[src/sfrpg_regs.vh]
/*
 * Constants for the SFR paging and stack pointer block: SFR addresses,
 * pages, reset values and field positions.
 * Assumes one 8-bit direct-address SFR port from the core.
 */
// Functional notes
// - Stack pointer marks last used byte; push writes at pointer plus one, then increments.
// - Reset loads stack pointer with 0x07 so first push lands at 0x08.
// - Stack may sit anywhere in 256-byte data memory, full 256-byte depth.
// - 32-bit record shifts in one bit per push/increment, two per call.
// - Record shifts out one bit per pop/decrement, two per return.
// - Record flags overflow and underflow of its 32 bits to debug logic.
// - Direct accesses at 0x80 to 0xFF go to SFR space, not data memory.
// - SFRs at addresses ending 0x0 or 0x8 allow bit access; others byte only.
// - Page select picks one of 256 pages; only 0, 1, 2, 3 and F exist.
// - All-page registers answer at their address whatever page is selected.
// - Interrupt entry: middle to bottom, page to middle, load interrupt flag page.
// - Interrupt return: middle to page register, bottom to middle.
// - Empty bottom entry reads 0x00 and that value moves to middle on pop.
// - Software writes to stack entries only store; only entry/return move stack.
// - Nested interrupt push overwrites bottom entry, even a software-written one.
// - Software may rewrite page and stack entries inside a routine to redirect return.
// - All three page-stack entries readable and writable as separate SFRs.
// - Auto paging enable resets set; clearing it stops switching, pushes and pops.
`ifndef SFRPG_REGS_VH
`define SFRPG_REGS_VH

`define SFRPG_SFR_BASE       8'h80
`define SFRPG_ADDR_SP        8'h81
`define SFRPG_ADDR_PAGE      8'h84
`define SFRPG_ADDR_NEXT      8'h85
`define SFRPG_ADDR_LAST      8'h86
`define SFRPG_ADDR_PGCN      8'h96
`define SFRPG_PAGE_F         8'h0f
`define SFRPG_PAGE_3         8'h03
`define SFRPG_SP_RST         8'h07
`define SFRPG_PAGE_RST       8'h00
`define SFRPG_EMPTY          8'h00
`define SFRPG_PGCN_RST       8'h01
`define SFRPG_PGEN_BIT       0
`define SFRPG_BITADR_MASK    8'h07
`define SFRPG_ONE            8'h01
`define SFRPG_REC_DEPTH      6'd32
`define SFRPG_REC_EMPTY      6'd0
`define SFRPG_REC_ZERO       32'h0000_0000

`endif

[src/sfrpg_record.v]
/*
 * Stack record: 32-bit shift register that mirrors stack activity for
 * the debug logic, with overflow and underflow pulses.
 * Assumes at most one of the four shift requests per cycle.
 */
`timescale 1ns/1ps
`include "sfrpg_regs.vh"

module sfrpg_record (
   // Clock and reset
   input  wire        clk_in,
   input  wire        rst_n_in,
   // Shift requests
   input  wire        in1_in,
   input  wire        in2_in,
   input  wire        out1_in,
   input  wire        out2_in,
   // Debug view
   output reg  [31:0] record_out,
   output reg  [5:0]  depth_out,
   output reg         ovf_out,
   output reg         unf_out
);

   ////////////////////////////////////////////////////////////////////////
   reg [31:0] rec_nxt;
   reg [5:0]  dep_nxt;
   reg        ovf_nxt;
   reg        unf_nxt;

   // Depth saturates; lost bits cannot be rebuilt, hence the pulse
   always @* begin
      rec_nxt = record_out;
      dep_nxt = depth_out;
      ovf_nxt = 1'b0;
      unf_nxt = 1'b0;
      if (in1_in) begin
         rec_nxt = {record_out[30:0], 1'b0};
         if (depth_out == `SFRPG_REC_DEPTH)
            ovf_nxt = 1'b1;
         else
            dep_nxt = depth_out + 6'd1;
      end else if (in2_in) begin
         rec_nxt = {record_out[29:0], 2'b11};
         if (depth_out > (`SFRPG_REC_DEPTH - 6'd2)) begin
            ovf_nxt = 1'b1;
            dep_nxt = `SFRPG_REC_DEPTH;
         end else
            dep_nxt = depth_out + 6'd2;
      end else if (out1_in) begin
         rec_nxt = {1'b0, record_out[31:1]};
         if (depth_out == `SFRPG_REC_EMPTY)
            unf_nxt = 1'b1;
         else
            dep_nxt = depth_out - 6'd1;
      end else if (out2_in) begin
         rec_nxt = {2'b00, record_out[31:2]};
         if (depth_out < 6'd2) begin
            unf_nxt = 1'b1;
            dep_nxt = `SFRPG_REC_EMPTY;
         end else
            dep_nxt = depth_out - 6'd2;
      end
   end

   always @(posedge clk_in or negedge rst_n_in) begin
      if (!rst_n_in) begin
         record_out <= `SFRPG_REC_ZERO;
         depth_out  <= `SFRPG_REC_EMPTY;
         ovf_out    <= 1'b0;
         unf_out    <= 1'b0;
      end else begin
         record_out <= rec_nxt;
         depth_out  <= dep_nxt;
         ovf_out    <= ovf_nxt;
         unf_out    <= unf_nxt;
      end
   end

endmodule

[src/sfrpg_core.v]
/*
 * SFR paging unit: stack pointer, page select, three-entry page stack,
 * page control, direct-address SFR port and the stack record.
 * Assumes the sequencer and interrupt controller raise one-cycle event
 * strobes on this clock, one stack event per cycle, and that data memory
 * sits outside and uses the stack address presented here.
 */
`timescale 1ns/1ps
`include "sfrpg_regs.vh"

module sfrpg_core (
   // Clock and reset
   input  wire       clk_in,
   input  wire       rst_n_in,
   // Direct-address SFR port
   input  wire [7:0] dir_addr_in,
   input  wire       dir_rd_in,
   input  wire       dir_wr_in,
   input  wire       dir_bit_in,
   input  wire [2:0] dir_bit_pos_in,
   input  wire [7:0] dir_wdata_in,
   // Sequencer stack events
   input  wire       push_in,
   input  wire       pop_in,
   input  wire       sp_inc_in,
   input  wire       sp_dec_in,
   input  wire       call_in,
   input  wire       ret_in,
   // Interrupt events
   input  wire       int_entry_in,
   input  wire [7:0] int_page_in,
   input  wire       interrupt_return_instr_in,
   // SFR port answers
   output reg  [7:0] dir_rdata_out,
   output reg        dir_sfr_out,
   output reg        dir_hit_out,
   output reg        dir_bit_err_out,
   // Stack and page state
   output reg  [7:0] stack_addr_out,
   output reg  [7:0] stack_pointer_out,
   output reg  [7:0] page_select_out,
   output reg        page_valid_out,
   output reg        auto_page_enable_out,
   // Debug record
   output wire [31:0] record_out,
   output wire [5:0]  record_depth_out,
   output wire        record_ovf_out,
   output wire        record_unf_out
);

   ////////////////////////////////////////////////////////////////////////
   // Decode helpers
   function is_sfr;
      input [7:0] a;
      begin
         is_sfr = (a >= `SFRPG_SFR_BASE);
      end
   endfunction

   function is_bit_addr;
      input [7:0] a;
      begin
         is_bit_addr = ((a & `SFRPG_BITADR_MASK) == 8'h00);
      end
   endfunction

   function page_ok;
      input [7:0] p;
      begin
         page_ok = (p <= `SFRPG_PAGE_3) || (p == `SFRPG_PAGE_F);
      end
   endfunction

   function [7:0] bit_merge;
      input [7:0] old;
      input [2:0] pos;
      input       val;
      reg   [7:0] m;
      begin
         m = `SFRPG_ONE << pos;
         bit_merge = val ? (old | m) : (old & ~m);
      end
   endfunction

   ////////////////////////////////////////////////////////////////////////
   // State
   reg [7:0] stack_pointer_r;
   reg [7:0] page_select_reg_r;
   reg [7:0] page_stack_middle_r;
   reg [7:0] page_stack_bottom_r;
   reg [7:0] page_control_reg_r;
   reg [7:0] sp_nxt;
   reg [7:0] page_nxt;
   reg [7:0] mid_nxt;
   reg [7:0] bot_nxt;
   reg [7:0] pgcn_nxt;
   reg [7:0] stk_addr_nxt;
   reg [7:0] rdata_nxt;
   reg       hit_nxt;
   reg       bit_err_nxt;

   wire       sfr_acc = is_sfr(dir_addr_in) && (dir_rd_in || dir_wr_in);
   wire       bit_ok  = !dir_bit_in || is_bit_addr(dir_addr_in);
   wire       wr_ok   = dir_wr_in && sfr_acc && bit_ok;
   wire       auto_en = page_control_reg_r[`SFRPG_PGEN_BIT];
   // All-page registers decode without looking at the page; page control decodes only on page F
   wire       sel_sp   = (dir_addr_in == `SFRPG_ADDR_SP);
   wire       sel_page = (dir_addr_in == `SFRPG_ADDR_PAGE);
   wire       sel_mid  = (dir_addr_in == `SFRPG_ADDR_NEXT);
   wire       sel_bot  = (dir_addr_in == `SFRPG_ADDR_LAST);
   wire       sel_pgcn = (dir_addr_in == `SFRPG_ADDR_PGCN) &&
                         (page_select_reg_r == `SFRPG_PAGE_F);
   wire       sel_any  = sel_sp || sel_page || sel_mid || sel_bot || sel_pgcn;
   wire [7:0] sp_plus  = stack_pointer_r + `SFRPG_ONE;
   wire [7:0] sp_minus = stack_pointer_r - `SFRPG_ONE;

   ////////////////////////////////////////////////////////////////////////
   // Read mux; unmapped SFR addresses read zero
   always @* begin
      rdata_nxt = 8'h00;
      case (1'b1)
         sel_sp:   rdata_nxt = stack_pointer_r;
         sel_page: rdata_nxt = page_select_reg_r;
         sel_mid:  rdata_nxt = page_stack_middle_r;
         sel_bot:  rdata_nxt = page_stack_bottom_r;
         sel_pgcn: rdata_nxt = page_control_reg_r;
         default:  rdata_nxt = 8'h00;
      endcase
      if (!(dir_rd_in && sfr_acc))
         rdata_nxt = 8'h00;
      hit_nxt     = sfr_acc && sel_any;
      bit_err_nxt = sfr_acc && !bit_ok;
   end

   ////////////////////////////////////////////////////////////////////////
   // Stack pointer: sequencer events win over a same-cycle software write
   always @* begin
      sp_nxt       = stack_pointer_r;
      stk_addr_nxt = stack_addr_out;
      if (wr_ok && sel_sp)
         sp_nxt = dir_bit_in ? bit_merge(stack_pointer_r, dir_bit_pos_in, dir_wdata_in[0])
                             : dir_wdata_in;
      if (push_in || call_in) begin
         stk_addr_nxt = sp_plus;
         sp_nxt       = sp_plus;
      end else if (sp_inc_in) begin
         sp_nxt = sp_plus;
      end else if (pop_in || ret_in) begin
         stk_addr_nxt = stack_pointer_r;
         sp_nxt       = sp_minus;
      end else if (sp_dec_in) begin
         sp_nxt = sp_minus;
      end
   end

   ////////////////////////////////////////////////////////////////////////
   // Page stack; software writes store only, never move the stack
   always @* begin
      page_nxt = page_select_reg_r;
      mid_nxt  = page_stack_middle_r;
      bot_nxt  = page_stack_bottom_r;
      pgcn_nxt = page_control_reg_r;
      if (wr_ok && sel_page)
         page_nxt = dir_wdata_in;
      if (wr_ok && sel_mid)
         mid_nxt = dir_wdata_in;
      if (wr_ok && sel_bot)
         bot_nxt = dir_wdata_in;
      if (wr_ok && sel_pgcn)
         pgcn_nxt = dir_wdata_in;
      // Hardware movement takes the same edge as vectoring
      if (auto_en && int_entry_in) begin
         bot_nxt  = page_stack_middle_r;
         mid_nxt  = page_select_reg_r;
         page_nxt = int_page_in;
      end else if (auto_en && interrupt_return_instr_in) begin
         page_nxt = page_stack_middle_r;
         mid_nxt  = page_stack_bottom_r;
         bot_nxt  = `SFRPG_EMPTY;
      end
   end

   ////////////////////////////////////////////////////////////////////////
   always @(posedge clk_in or negedge rst_n_in) begin
      if (!rst_n_in) begin
         stack_pointer_r      <= `SFRPG_SP_RST;
         page_select_reg_r    <= `SFRPG_PAGE_RST;
         page_stack_middle_r  <= `SFRPG_EMPTY;
         page_stack_bottom_r  <= `SFRPG_EMPTY;
         page_control_reg_r   <= `SFRPG_PGCN_RST;
         stack_addr_out       <= `SFRPG_SP_RST;
         stack_pointer_out    <= `SFRPG_SP_RST;
         page_select_out      <= `SFRPG_PAGE_RST;
         page_valid_out       <= 1'b1;
         auto_page_enable_out <= 1'b1;
         dir_rdata_out        <= 8'h00;
         dir_sfr_out          <= 1'b0;
         dir_hit_out          <= 1'b0;
         dir_bit_err_out      <= 1'b0;
      end else begin
         stack_pointer_r      <= sp_nxt;
         page_select_reg_r    <= page_nxt;
         page_stack_middle_r  <= mid_nxt;
         page_stack_bottom_r  <= bot_nxt;
         page_control_reg_r   <= pgcn_nxt;
         stack_addr_out       <= stk_addr_nxt;
         stack_pointer_out    <= sp_nxt;
         page_select_out      <= page_nxt;
         page_valid_out       <= page_ok(page_nxt);
         auto_page_enable_out <= pgcn_nxt[`SFRPG_PGEN_BIT];
         dir_rdata_out        <= rdata_nxt;
         dir_sfr_out          <= sfr_acc;
         dir_hit_out          <= hit_nxt;
         dir_bit_err_out      <= bit_err_nxt;
      end
   end

   ////////////////////////////////////////////////////////////////////////
   // Record tracks every sequencer pointer event for the debug logic; software writes to the pointer are not recorded
   sfrpg_record u_record (
      .clk_in     (clk_in),
      .rst_n_in   (rst_n_in),
      .in1_in     (push_in || sp_inc_in),
      .in2_in     (call_in),
      .out1_in    (pop_in || sp_dec_in),
      .out2_in    (ret_in),
      .record_out (record_out),
      .depth_out  (record_depth_out),
      .ovf_out    (record_ovf_out),
      .unf_out    (record_unf_out)
   );

endmodule

[config.mk]
export PLATFORM = sky130hd
export DESIGN_NAME = sfrpg_core
export DESIGN_NICKNAME = d
export VERILOG_FILES = /design/src/sfrpg_record.v /design/src/sfrpg_core.v
export VERILOG_INCLUDE_DIRS = /design/src
export SDC_FILE = /design/constraint.sdc
export NUM_CORES = 1
export LEC_CHECK = 0
export ABC_CLOCK_PERIOD_IN_PS = 2100
export BUFFER_PORTS_ARGS = -buffer_cell sky130_fd_sc_hd__buf_2
export CAP_MARGIN = 10
export CORE_AREA = 4 4 152 154
export DETAILED_ROUTE_END_ITERATION = 8
export DIE_AREA = 0 0 156 158
export GPL_TIMING_DRIVEN = 0
export SLEW_MARGIN = 20
export SYNTH_ARGS = -nofsm -noshare
export SYNTH_HDL_FRONTEND = slang
export SYNTH_HIERARCHICAL = 1
export SYNTH_SLANG_ARGS = --single-unit
[constraint.sdc]
create_clock -name clk_in -period 2.1 [get_ports clk_in]
set_clock_uncertainty 0.1 [all_clocks]
set_input_delay 0.105 -clock clk_in [delete_from_list [all_inputs] [get_ports clk_in]]
set_output_delay 0.105 -clock clk_in [all_outputs]
set_load 0.03 [all_outputs]
---- Word level (Yosys, flattened, before mapping) ----
Cells that the tools add are included.
cells by class
  mux-type cells .......................... 47
  bitwise gates (word level) .............. 3
  reduce and logical (&&, ||, !) cells .... 36
  equal/unequal tests ..................... 11
  add/sub/neg operators ................... 6
  shifts and indexed selects .............. 1
  order comparisons ....................... 4
operators by type and width
  kind                   number
  $mux W8                25
  $mux W32               4
  $mux W6                8
  $eq A8 B8 Y1 const B   5
  $eq A8 B4 Y1 const B   2
  $logic_and A1 B1 Y1    14
  $logic_or A1 B1 Y1     11
  $mux W1                10
  $add A8 B1 Y8 const B  1
  $and A8 B8 Y8          1
  $ge A8 B8 Y1 const B   1
  $le A8 B2 Y1 const B   1
  $logic_not A8 Y1       1
  $not A8 Y8             1
  $or A8 B8 Y8           1
  $shl A1 B3 Y8 const A  1
  $sub A8 B1 Y8 const B  1
  $add A6 B1 Y6 const B  1
  $add A6 B2 Y6 const B  1
  $eq A6 B6 Y1 const B   1
  $gt A6 B5 Y1 const B   1
  $logic_not A6 Y1       1
  $lt A6 B2 Y1 const B   1
  $reduce_bool A3 Y1     2
  11 further kinds       12
word-level totals
  input port bits ......................... 40
  bits in registers ....................... 100
  word-level logic and storage cells ...... 124

---- Logic depth before layout (Yosys ltp) ----
Gate-level depths: netlist of run 1.
  depth after elaboration ................. 10
  depth in mapped cells ................... 8
  depth with buffers taken out ............ 8

---- Modules after synthesis ----
Netlist of run 1, hierarchy kept.
modules (own cells, without submodules)
  module        times used  cells an instance  area an instance (µm²)
  sfrpg_core    1           426                3,666.0
  sfrpg_record  1           318                2,757.6

---- Worst setup path before layout of run 1 ----
OpenSTA, ideal clock, no wires.
  path kind ............................... register -> register
  start point ............................. reg (tool-made name)
  end point ............................... reg (tool-made name)
  data arrival time ....................... 1,844 ps
  data required time ...................... 1,872 ps
  buffers on the path ..................... 0
  cell stages (with the launch flop) ...... 9
  setup time .............................. 128 ps
  path slack .............................. 28 ps
  period minus slack after synthesis ...... 2,072 ps
  cell sequence ........................... dfstp_2 > inv_1 > ha_1 > or3b_1 > nor3_1 > xor2_1 > o211ai_1 > o21ai_1 > mux2_1

==> results of run 1 <==
[cells in the final DEF (no fill, tap or decap), drive strengths merged, types with 5 or more instances in the layout]
| cell | instances |
|---|---|
| nand2 | 54 |
| dfstp | 8 |
| and3 | 11 |
| xnor2 | 5 |
| xor2 | 5 |
| mux2 | 11 |
| ha | 9 |
| dfrtp | 92 |
| clkbuf | 44 |
| nand3 | 22 |
| mux2i | 36 |
| nor3 | 13 |
| dlygate4sd3 | 13 |
| buf | 146 |
| a22oi | 45 |
| nor2b | 11 |
| nor2 | 63 |
| nand3b | 6 |
| o21ai | 83 |
| nand2b | 9 |
| inv | 13 |
| a21oi | 86 |
| or2 | 7 |
| o22ai | 20 |
| nor4 | 6 |
| o211a | 8 |
[routing by layer]
| layer | vias up | part of all wire [%] |
|---|---|---|
| met3 | 29 | 7.2 |
| met5 | - | 0 |
| met1 | 3161 | 44 |
| met2 | 250 | 47 |
| met4 | 0 | 1.6 |
| li1 | 3053 | - |
[where the power goes]
| group | switching [mW] | internal, mW | total, mW |
|---|---|---|---|
| clock network | 0.818 | 1.06 | 1.88 |
| registers | 0.519 | 2.30 | 2.82 |
| logic | 2.07 | 1.24 | 3.31 |
| total | 3.41 | 4.61 | 8.01 |
[cells by family (layout without fill, tap and decap cells)]
logic type | count (synthesis) | count (layout) | synth area share (%)
mux | 47 | 47 | 7.60
compound gates | 285 | 285 | 27.6
fa+ha+maj | 9 | 9 | 1.75
buf+inv | 70 | 221 | 4.62
xor+xnor | 10 | 10 | 1.36
simple gates | 223 | 223 | 18.0
flops | 100 | 100 | 39.1
[through the flow]
stage	utilization, %	instance area (sq um)	hold WS (ps)
4_1_cts	36.4	7890	19.2
2_1_floorplan	-	6420	-291
6_report	36.9	7990	25.8
3_3_place_gp	33.9	7340	320
3_5_place_dp	34.0	7380	-72.9
5_1_grt	36.9	7990	30.0
[how the worst min path moves through the flow]
stage,from,depth (start not counted),to
3_5_place_dp,rst_n_in,1,page_select_reg_r[5]$_DFF_PN0_
5_1_grt,int_page_in[5],3,page_select_reg_r[5]$_DFF_PN0_
3_3_place_gp,dir_bit_in,3,dir_bit_err_out$_DFF_PN0_
4_1_cts,int_page_in[5],3,page_select_reg_r[5]$_DFF_PN0_
2_1_floorplan,rst_n_in,0,async pin
6_report,push_in,4,stack_addr_out[0]$_DFFE_PN1P_
[sequential cells by signal, indices dropped and copies added, names as in the netlist, named ones only]
register	flops
u_record/record_out	32
dir_rdata_out	8
page_control_reg_r	8
page_select_reg_r	8
page_stack_bottom_r	8
page_stack_middle_r	8
stack_addr_out	8
u_record/depth_out	6
dir_bit_err_out	1
dir_hit_out	1
dir_sfr_out	1
page_valid_out	1
u_record/ovf_out	1
u_record/unf_out	1
[cell type report]
cell class	instances	share of cell area, %
Clock inverter	6	1.17
Timing Repair Buffer	137	10.0
Multi-Input combinational cell	574	46.4
Clock buffer	10	2.86
Tap cell	280	4.38
Buffer	56	3.11
Sequential cell	100	31.5
Inverter	12	0.563
[worst max-delay path: stages (launching register included)]
cell and delay (ps):
sky130_fd_sc_hd__dfstp_2 410, sky130_fd_sc_hd__or3_4 390, sky130_fd_sc_hd__or4b_4 490, sky130_fd_sc_hd__xnor2_1 130, sky130_fd_sc_hd__o21ai_1 140, sky130_fd_sc_hd__a21oi_1 80
sky130_fd_sc_hd__o22a_1 220
[what timing repair did]
item | CTS | global route
setup buffers | 5 | 4
hold endpoints to repair | 105 | 0
endpoints found under the setup margin | 13 | 23
resized for setup | 6 | 23
pin swaps | 2 | 5
hold buffers | 13 | 0
==> tab_implementation.tex, run 1 <==
\begin{tabular}{lr}
\hline
Metric & Value \\
\hline
\multicolumn{2}{l}{\textbf{Logic synthesis}} \\
Cell variety after synth & 74 \\
Commonest cells in the synthesized netlist & sky130\_fd\_sc\_hd\_\_dfrtp\_1 (92), sky130\_fd\_sc\_hd\_\_a21oi\_1 (86), sky130\_fd\_sc\_hd\_\_nor2\_1 (63) \\
Post-synth ARST share & 100\% \\
Proportion of synthesized chip area in sequential cells & 39.1\% \\
Total standard cell area after synthesis & 0.00642 sq mm \\
Main synth FF type & sky130\_fd\_sc\_hd\_\_dfrtp\_1 \\
Post-synth EDFFs & 0 \\
Flop and latch count out of synthesis & 100 \\
Synthesized area divided by synthesized cell count & roughly 8.6 sq um \\
Gate count after technology mapping & 744 \\
Post-Syn Nets & 793 \\
Biggest area contributors in the synthesized netlist & sky130\_fd\_sc\_hd\_\_dfrtp\_1 (36\%), sky130\_fd\_sc\_hd\_\_a21oi\_1 (6.7\%), sky130\_fd\_sc\_hd\_\_mux2i\_1 (5.6\%), sky130\_fd\_sc\_hd\_\_a22oi\_1 (5.3\%), sky130\_fd\_sc\_hd\_\_o21ai\_0 (4.7\%) \\
Proportion of netlist area held by the largest area contributor & a little over a third \\
Most frequent cell after synthesis & sky130\_fd\_sc\_hd\_\_dfrtp\_1 \\
Synthesis warning total & 6 \\
Leading area contributor after synthesis & sky130\_fd\_sc\_hd\_\_dfrtp\_1 \\
\multicolumn{2}{l}{\textbf{Cells and area}} \\
Antenna Diode Count & 0 \\
Multi-input gate area & 0.00371 sq mm \\
Non-filler instance count after layout & 1175 \\
Area delta synth->final & 24.4\% \\
Sequential cell area in the final layout & 0.00252 sq mm \\
Fin nets & 939 \\
Fillcell total & 2290 \\
Ratio of cells with drive above 1 in the final layout & 23.5\% \\
\multicolumn{2}{l}{\textbf{Timing}} \\
Count of endpoints failing hold in the final timing report & 0 \\
Number of setup violations in the final report & 0 \\
Slew HR & 51.0\% \\
Fmax achieved & 482 MHz \\
Min Clock Period, post-route & roughly 2100 ps \\
Setup Total Neg Slack & 0 ps \\
Min setup slack post-route & between 20 and 30 ps \\
Max-slew violations & 0 \\
Final period util & 98.8\% \\
Unrepaired setup endpoints after global routing & true \\
Worst-Margin Slew & $\sim$730 ps \\
\multicolumn{2}{l}{\textbf{Detailed routing}} \\
Via count & 6493 \\
Avg Vias per Cell & $\sim$5.5 \\
Final routed DRC violation total & 0 \\
Total length of routed wires & around 21000 um \\
Avg WL per Cell & 18.2 um \\
Router iterations before antenna repair & 5 \\
Number of DRC violations after detailed-routing iteration 0 & 474 \\
DRT antenna net count & 0 \\
\multicolumn{2}{l}{\textbf{Clock network}} \\
Largest buffer count on any clock path & 2 \\
Clock input transition at the sequential cells of the worst setup and hold paths & 70 ps \\
Root cell of the clock tree & sky130\_fd\_sc\_hd\_\_clkbuf\_16 \\
Number of sinks on the clock net & 100 \\
CTS buffer count & 9 \\
Source-to-sink clock delay at the later pin of the worst-skew pair & 360 ps \\
Clock tree from TritonCTS & done \\
H-tree levels & 3 \\
\multicolumn{2}{l}{\textbf{Power}} \\
Total power divided by cell area & 1000 mW/mm\^{}2 \\
Standby leakage power & 3.65 nW \\
Maximum VDD drop & 0.000511 V \\
Overall power after layout & around 8.0 mW \\
\multicolumn{2}{l}{\textbf{Floorplan}} \\
Starting Density & approximately 30\% \\
Die Wd & 156 um \\
Number of placement rows & 54 \\
Die Span Y & 158 um \\
Count of pins on the block boundary & 117 \\
DIE AREA & 0.0246 sq mm \\
Placeable core region & 0.0217 sq mm \\
\multicolumn{2}{l}{\textbf{Placed design}} \\
Placed Cells & 1139 \\
Final HPWL DP & $\sim$15000 um \\
Routability Congestion & 0.888 \\
Number of buffers inserted by port buffering & 114 \\
Worst setup slack before clock tree synthesis & -162 ps \\
\multicolumn{2}{l}{\textbf{Global route}} \\
Overall routing resource usage & 16.8\% \\
Met2 Track Usage GR & between 20\% and 30\% \\
Number of antenna violations at the first check in global routing & 0 \\
Maximum number of pins on one net before global-route repair & 66 \\
Via count of the first global-routing pass & 6338 \\
Gr busiest metal & met2 \\
Global-route wire length before repair & 33800 um \\
GR Util met1 & 23.1\% \\
Met3 demand-to-capacity share in global routing & 3.77\% \\
Overall overflow remaining after global route & 0 \\
\multicolumn{2}{l}{\textbf{Critical path}} \\
Kind of critical path & reg -> reg \\
Worst-path maximum fanout & 5 \\
Reg2Reg Setup Slack & 30 ps \\
Kind of capture point of the worst setup path & register \\
Critical path launch point type & register \\
CP arrival & 2220 ps \\
Endpoint required time on the critical path & 2250 ps \\
Length in cells of the worst reg-to-reg path & 6 \\
\multicolumn{2}{l}{\textbf{Outcome}} \\
Run status & completed \\
\multicolumn{2}{l}{\textbf{Hold path}} \\
Min-Delay Path Class & in -> reg \\
\multicolumn{2}{l}{\textbf{Job}} \\
Max-cap violations & 0 \\
\hline
\end{tabular}
No activity file was read; power rests on OpenSTA's default activity.
==> inputs of run 2 (changes only) <==
--- a/config.mk
+++ b/config.mk
@@ -9,10 +9,11 @@
 export ABC_CLOCK_PERIOD_IN_PS = 2100
 export BUFFER_PORTS_ARGS = -buffer_cell sky130_fd_sc_hd__buf_2
 export CAP_MARGIN = 10
-export CORE_AREA = 4 4 152 154
+export CORE_AREA = 2 2 150 152
 export DETAILED_ROUTE_END_ITERATION = 8
-export DIE_AREA = 0 0 156 158
+export DIE_AREA = 0 0 152 154
 export GPL_TIMING_DRIVEN = 0
+export SETUP_SLACK_MARGIN = 0.1
 export SLEW_MARGIN = 20
 export SYNTH_ARGS = -nofsm -noshare
 export SYNTH_HDL_FRONTEND = slang
==> run 2 against run 1 <==
Maximum frequency down 1.2%. First-iteration DRC count increased by 26%. Design area is 1.4% higher. Non-clock buffer count grew 7. Combinational power up 3%. Register-to-register slack got worse by 30 ps. Sequential share of layout area is 0.42 points lower. Global-route usage is 0.83 points higher. Worst setup slack lost 25 ps. Critical path type unchanged. Largest power group unchanged.
==> tab_implementation.tex, run 2 (synthesis gave the netlist of run 1 again) <==
\begin{tabular}{lr}
\hline
Metric & Value \\
\hline
\multicolumn{2}{l}{\textbf{Outcome}} \\
Run status & completed \\
\multicolumn{2}{l}{\textbf{Critical path}} \\
CP arrival & 2240 ps (+20 ps) \\
Worst-path maximum fanout & 4 (-1) \\
Reg2Reg Setup Slack & 0.04 ps (-30 ps) \\
Length in cells of the worst reg-to-reg path & 6 (unchanged) \\
Critical path launch point type & register \\
Endpoint required time on the critical path & 2240 ps (about the same) \\
Kind of capture point of the worst setup path & register \\
Kind of critical path & reg -> reg \\
\multicolumn{2}{l}{\textbf{Clock network}} \\
Number of sinks on the clock net & 100 (unchanged) \\
H-tree levels & 3 (unchanged) \\
CTS buffer count & 9 (unchanged) \\
Largest buffer count on any clock path & 2 (unchanged) \\
Source-to-sink clock delay at the later pin of the worst-skew pair & 360 ps (about the same) \\
Clock tree from TritonCTS & done \\
Root cell of the clock tree & sky130\_fd\_sc\_hd\_\_clkbuf\_16 \\
Clock input transition at the sequential cells of the worst setup and hold paths & 80 ps (about the same) \\
\multicolumn{2}{l}{\textbf{Cells and area}} \\
Antenna Diode Count & 0 (unchanged) \\
Fin nets & 946 (+0.75\%) \\
Post-layout utilization of the core & 37.4\% (+0.51 points) \\
Area delta synth->final & 26.2\% \\
Ratio of cells with drive above 1 in the final layout & 25.8\% (+2.4 points) \\
Max FFs per register & 32 (unchanged) \\
Most common cell after layout, fill and taps aside & sky130\_fd\_sc\_hd\_\_buf\_2 \\
Register with the highest flop count & u\_record/record\_out \\
Highest-count cells in the layout ignoring fill and taps & sky130\_fd\_sc\_hd\_\_buf\_2 (129), sky130\_fd\_sc\_hd\_\_dfrtp\_1 (87), sky130\_fd\_sc\_hd\_\_a21oi\_1 (85) \\
\multicolumn{2}{l}{\textbf{Hold path}} \\
Hold EP & page\_select\_reg\_r[5]\$\_DFF\_PN0\_ \\
Min-Delay Path Class & in -> reg \\
Worst Hold Depth & 3 (-1) \\
Worst min-delay path startpoint & int\_page\_in[5] \\
\multicolumn{2}{l}{\textbf{Global route}} \\
Number of antenna violations at the first check in global routing & 0 (unchanged) \\
Overall routing resource usage & 17.7\% (+0.83 points) \\
Overall overflow remaining after global route & 0 (unchanged) \\
Maximum number of pins on one net before global-route repair & 67 (+1.5\%) \\
Via count of the first global-routing pass & 6281 (-0.90\%) \\
Global-route wire length before repair & 33900 um (+0.49\%) \\
Met2 Track Usage GR & 28.8\% (+1.6 points) \\
Gr busiest metal & met2 \\
Met3 demand-to-capacity share in global routing & 3.80\% (+0.032 points) \\
GR Util met1 & 23.8\% (+0.78 points) \\
\multicolumn{2}{l}{\textbf{Power}} \\
Internal power summed over all cells & 4.77 mW (+3.6\%) \\
Overall power after layout & 8.19 mW (+2.2\%) \\
Switching power & 3.42 mW (+0.47\%) \\
Switching part of the total power & 41.8\% (-0.74 points) \\
Share of total power in the clock network & 24.3\% (+0.8 points) \\
Maximum VDD drop & 0.000700 V (+37\%) \\
Standby leakage power & 3.71 nW (+1.6\%) \\
Fraction of power consumed by sequential logic & 34.0\% (-1.2 points) \\
Fraction of power consumed by combinational cells & 41.7\% (+0.4 points) \\
Total power divided by cell area & 1010 mW/mm\^{}2 (+0.84\%) \\
\multicolumn{2}{l}{\textbf{Placed design}} \\
Routability Congestion & 0.900 (+1.4\%) \\
Number of buffers inserted by port buffering & 114 (unchanged) \\
Final HPWL DP & 15000 um (-0.49\%) \\
\multicolumn{2}{l}{\textbf{Timing}} \\
Fmax achieved & 476 MHz (-1.2\%) \\
Fin Hold WS & 21.6 ps (-4.17 ps) \\
Max-slew violations & 0 (unchanged) \\
Min Clock Period, post-route & 2100 ps (+25.3 ps) \\
Worst-Margin Slew & 666 ps (-59.3 ps) \\
Final period util & 100\% (+1.2 points) \\
Count of endpoints failing hold in the final timing report & 0 (unchanged) \\
Number of setup violations in the final report & 0 (unchanged) \\
Unrepaired setup endpoints after global routing & true \\
Slew HR & 55.4\% (+4.4 points) \\
\multicolumn{2}{l}{\textbf{Floorplan}} \\
Starting Density & 29.6\% (unchanged) \\
Number of placement rows & 54 (unchanged) \\
Die Wd & 152 um (-2.6\%) \\
Die Span Y & 154 um (-2.5\%) \\
DIE AREA & 0.0234 sq mm (-5.0\%) \\
Count of pins on the block boundary & 117 (unchanged) \\
Placeable core region & 0.0217 sq mm (unchanged) \\
\multicolumn{2}{l}{\textbf{Detailed routing}} \\
Final routed DRC violation total & 0 (unchanged) \\
DRT antenna net count & 0 (unchanged) \\
Total length of routed wires & 21000 um (-1.5\%) \\
Via count & 6556 (+0.97\%) \\
Router iterations before antenna repair & 5 (unchanged) \\
Avg Vias per Cell & 5.55 (+0.37\%) \\
Avg WL per Cell & 17.8 um (-2.1\%) \\
Number of DRC violations after detailed-routing iteration 0 & 595 (+26\%) \\
\multicolumn{2}{l}{\textbf{Job}} \\
Max-cap violations & 0 (unchanged) \\
\hline
\end{tabular}
==> run 2: cell type report <==
cell class,count,area (sq um)
tap,280,350
inverter,12,45.0
clock inverter,6,118
timing repair buffer,142,841
multi-input combinational,574,3740
clock buffer,10,229
buffer,58,263
sequential,100,2520
fill,2252,13600
==> run 2: how the worst max path moves through the flow <==
| stage | start | endpoint | slack (ps) | depth (start not counted) |
|---|---|---|---|---|
| finish | register | register | 0.04 | 6 |
| global route | register | register | -50 | 6 |
| CTS | register | register | 3 | 6 |
| detailed placement | dir_addr_in[3] | page_valid_out$_DFF_PN1_ | -150 | 8 |
| global placement | rst_n_in | u_record/depth_out[2]$_DFFE_PN0P_ | -570 | 1 |
| floorplan | register | register | 50 | 6 |
==> run 2: metrics by stage <==
step	TNS (ps)	worst slack [ps]	instance area [sq um]	instances
final	0	0.0426	8110	1182
after global routing	-92.3	-52.2	8110	1182
after CTS	0	3.01	8000	1177
after detailed placement	-3590	-151	7400	1139
after global placement	-38520	-567	7370	1138
after floorplan	0	50.9	6450	744
==> run 2: layer usage <==
metal	share of wire, %	wire length [um]
met1	44	9300
met2	47	9880
met3	7.2	1510
met4	1.5	316
met5	0	0
==> run 2: power groups by stage <==
stage / registers (mW) / clock network (mW) / logic (mW)
6_report: 2.79 / 1.99 / 3.41
5_1_grt: 2.86 / 2.11 / 3.71
4_1_cts: 2.77 / 2.02 / 3.34
3_5_place_dp: 2.83 / 0 / 3.15
3_3_place_gp: 2.84 / 0 / 3.11
2_1_floorplan: 3.37 / 0 / 1.62
==> run 2: worst max-delay path, cell delays in order, from the launching register on <==
cell and delay, ps:
sky130_fd_sc_hd__dfstp_2 400, sky130_fd_sc_hd__or3_4 400, sky130_fd_sc_hd__or4b_4 490, sky130_fd_sc_hd__xnor2_1 140
sky130_fd_sc_hd__o21ai_1 150, sky130_fd_sc_hd__a21oi_1 90, sky130_fd_sc_hd__o22a_1 220
==> run 2: repair_timing <==
action	CTS	global route
setup buffers	10	5
hold buffers	12	0
setup endpoints to repair	22	39
pin swaps	7	5
resized for setup	12	32
endpoints found under the hold margin	107	0
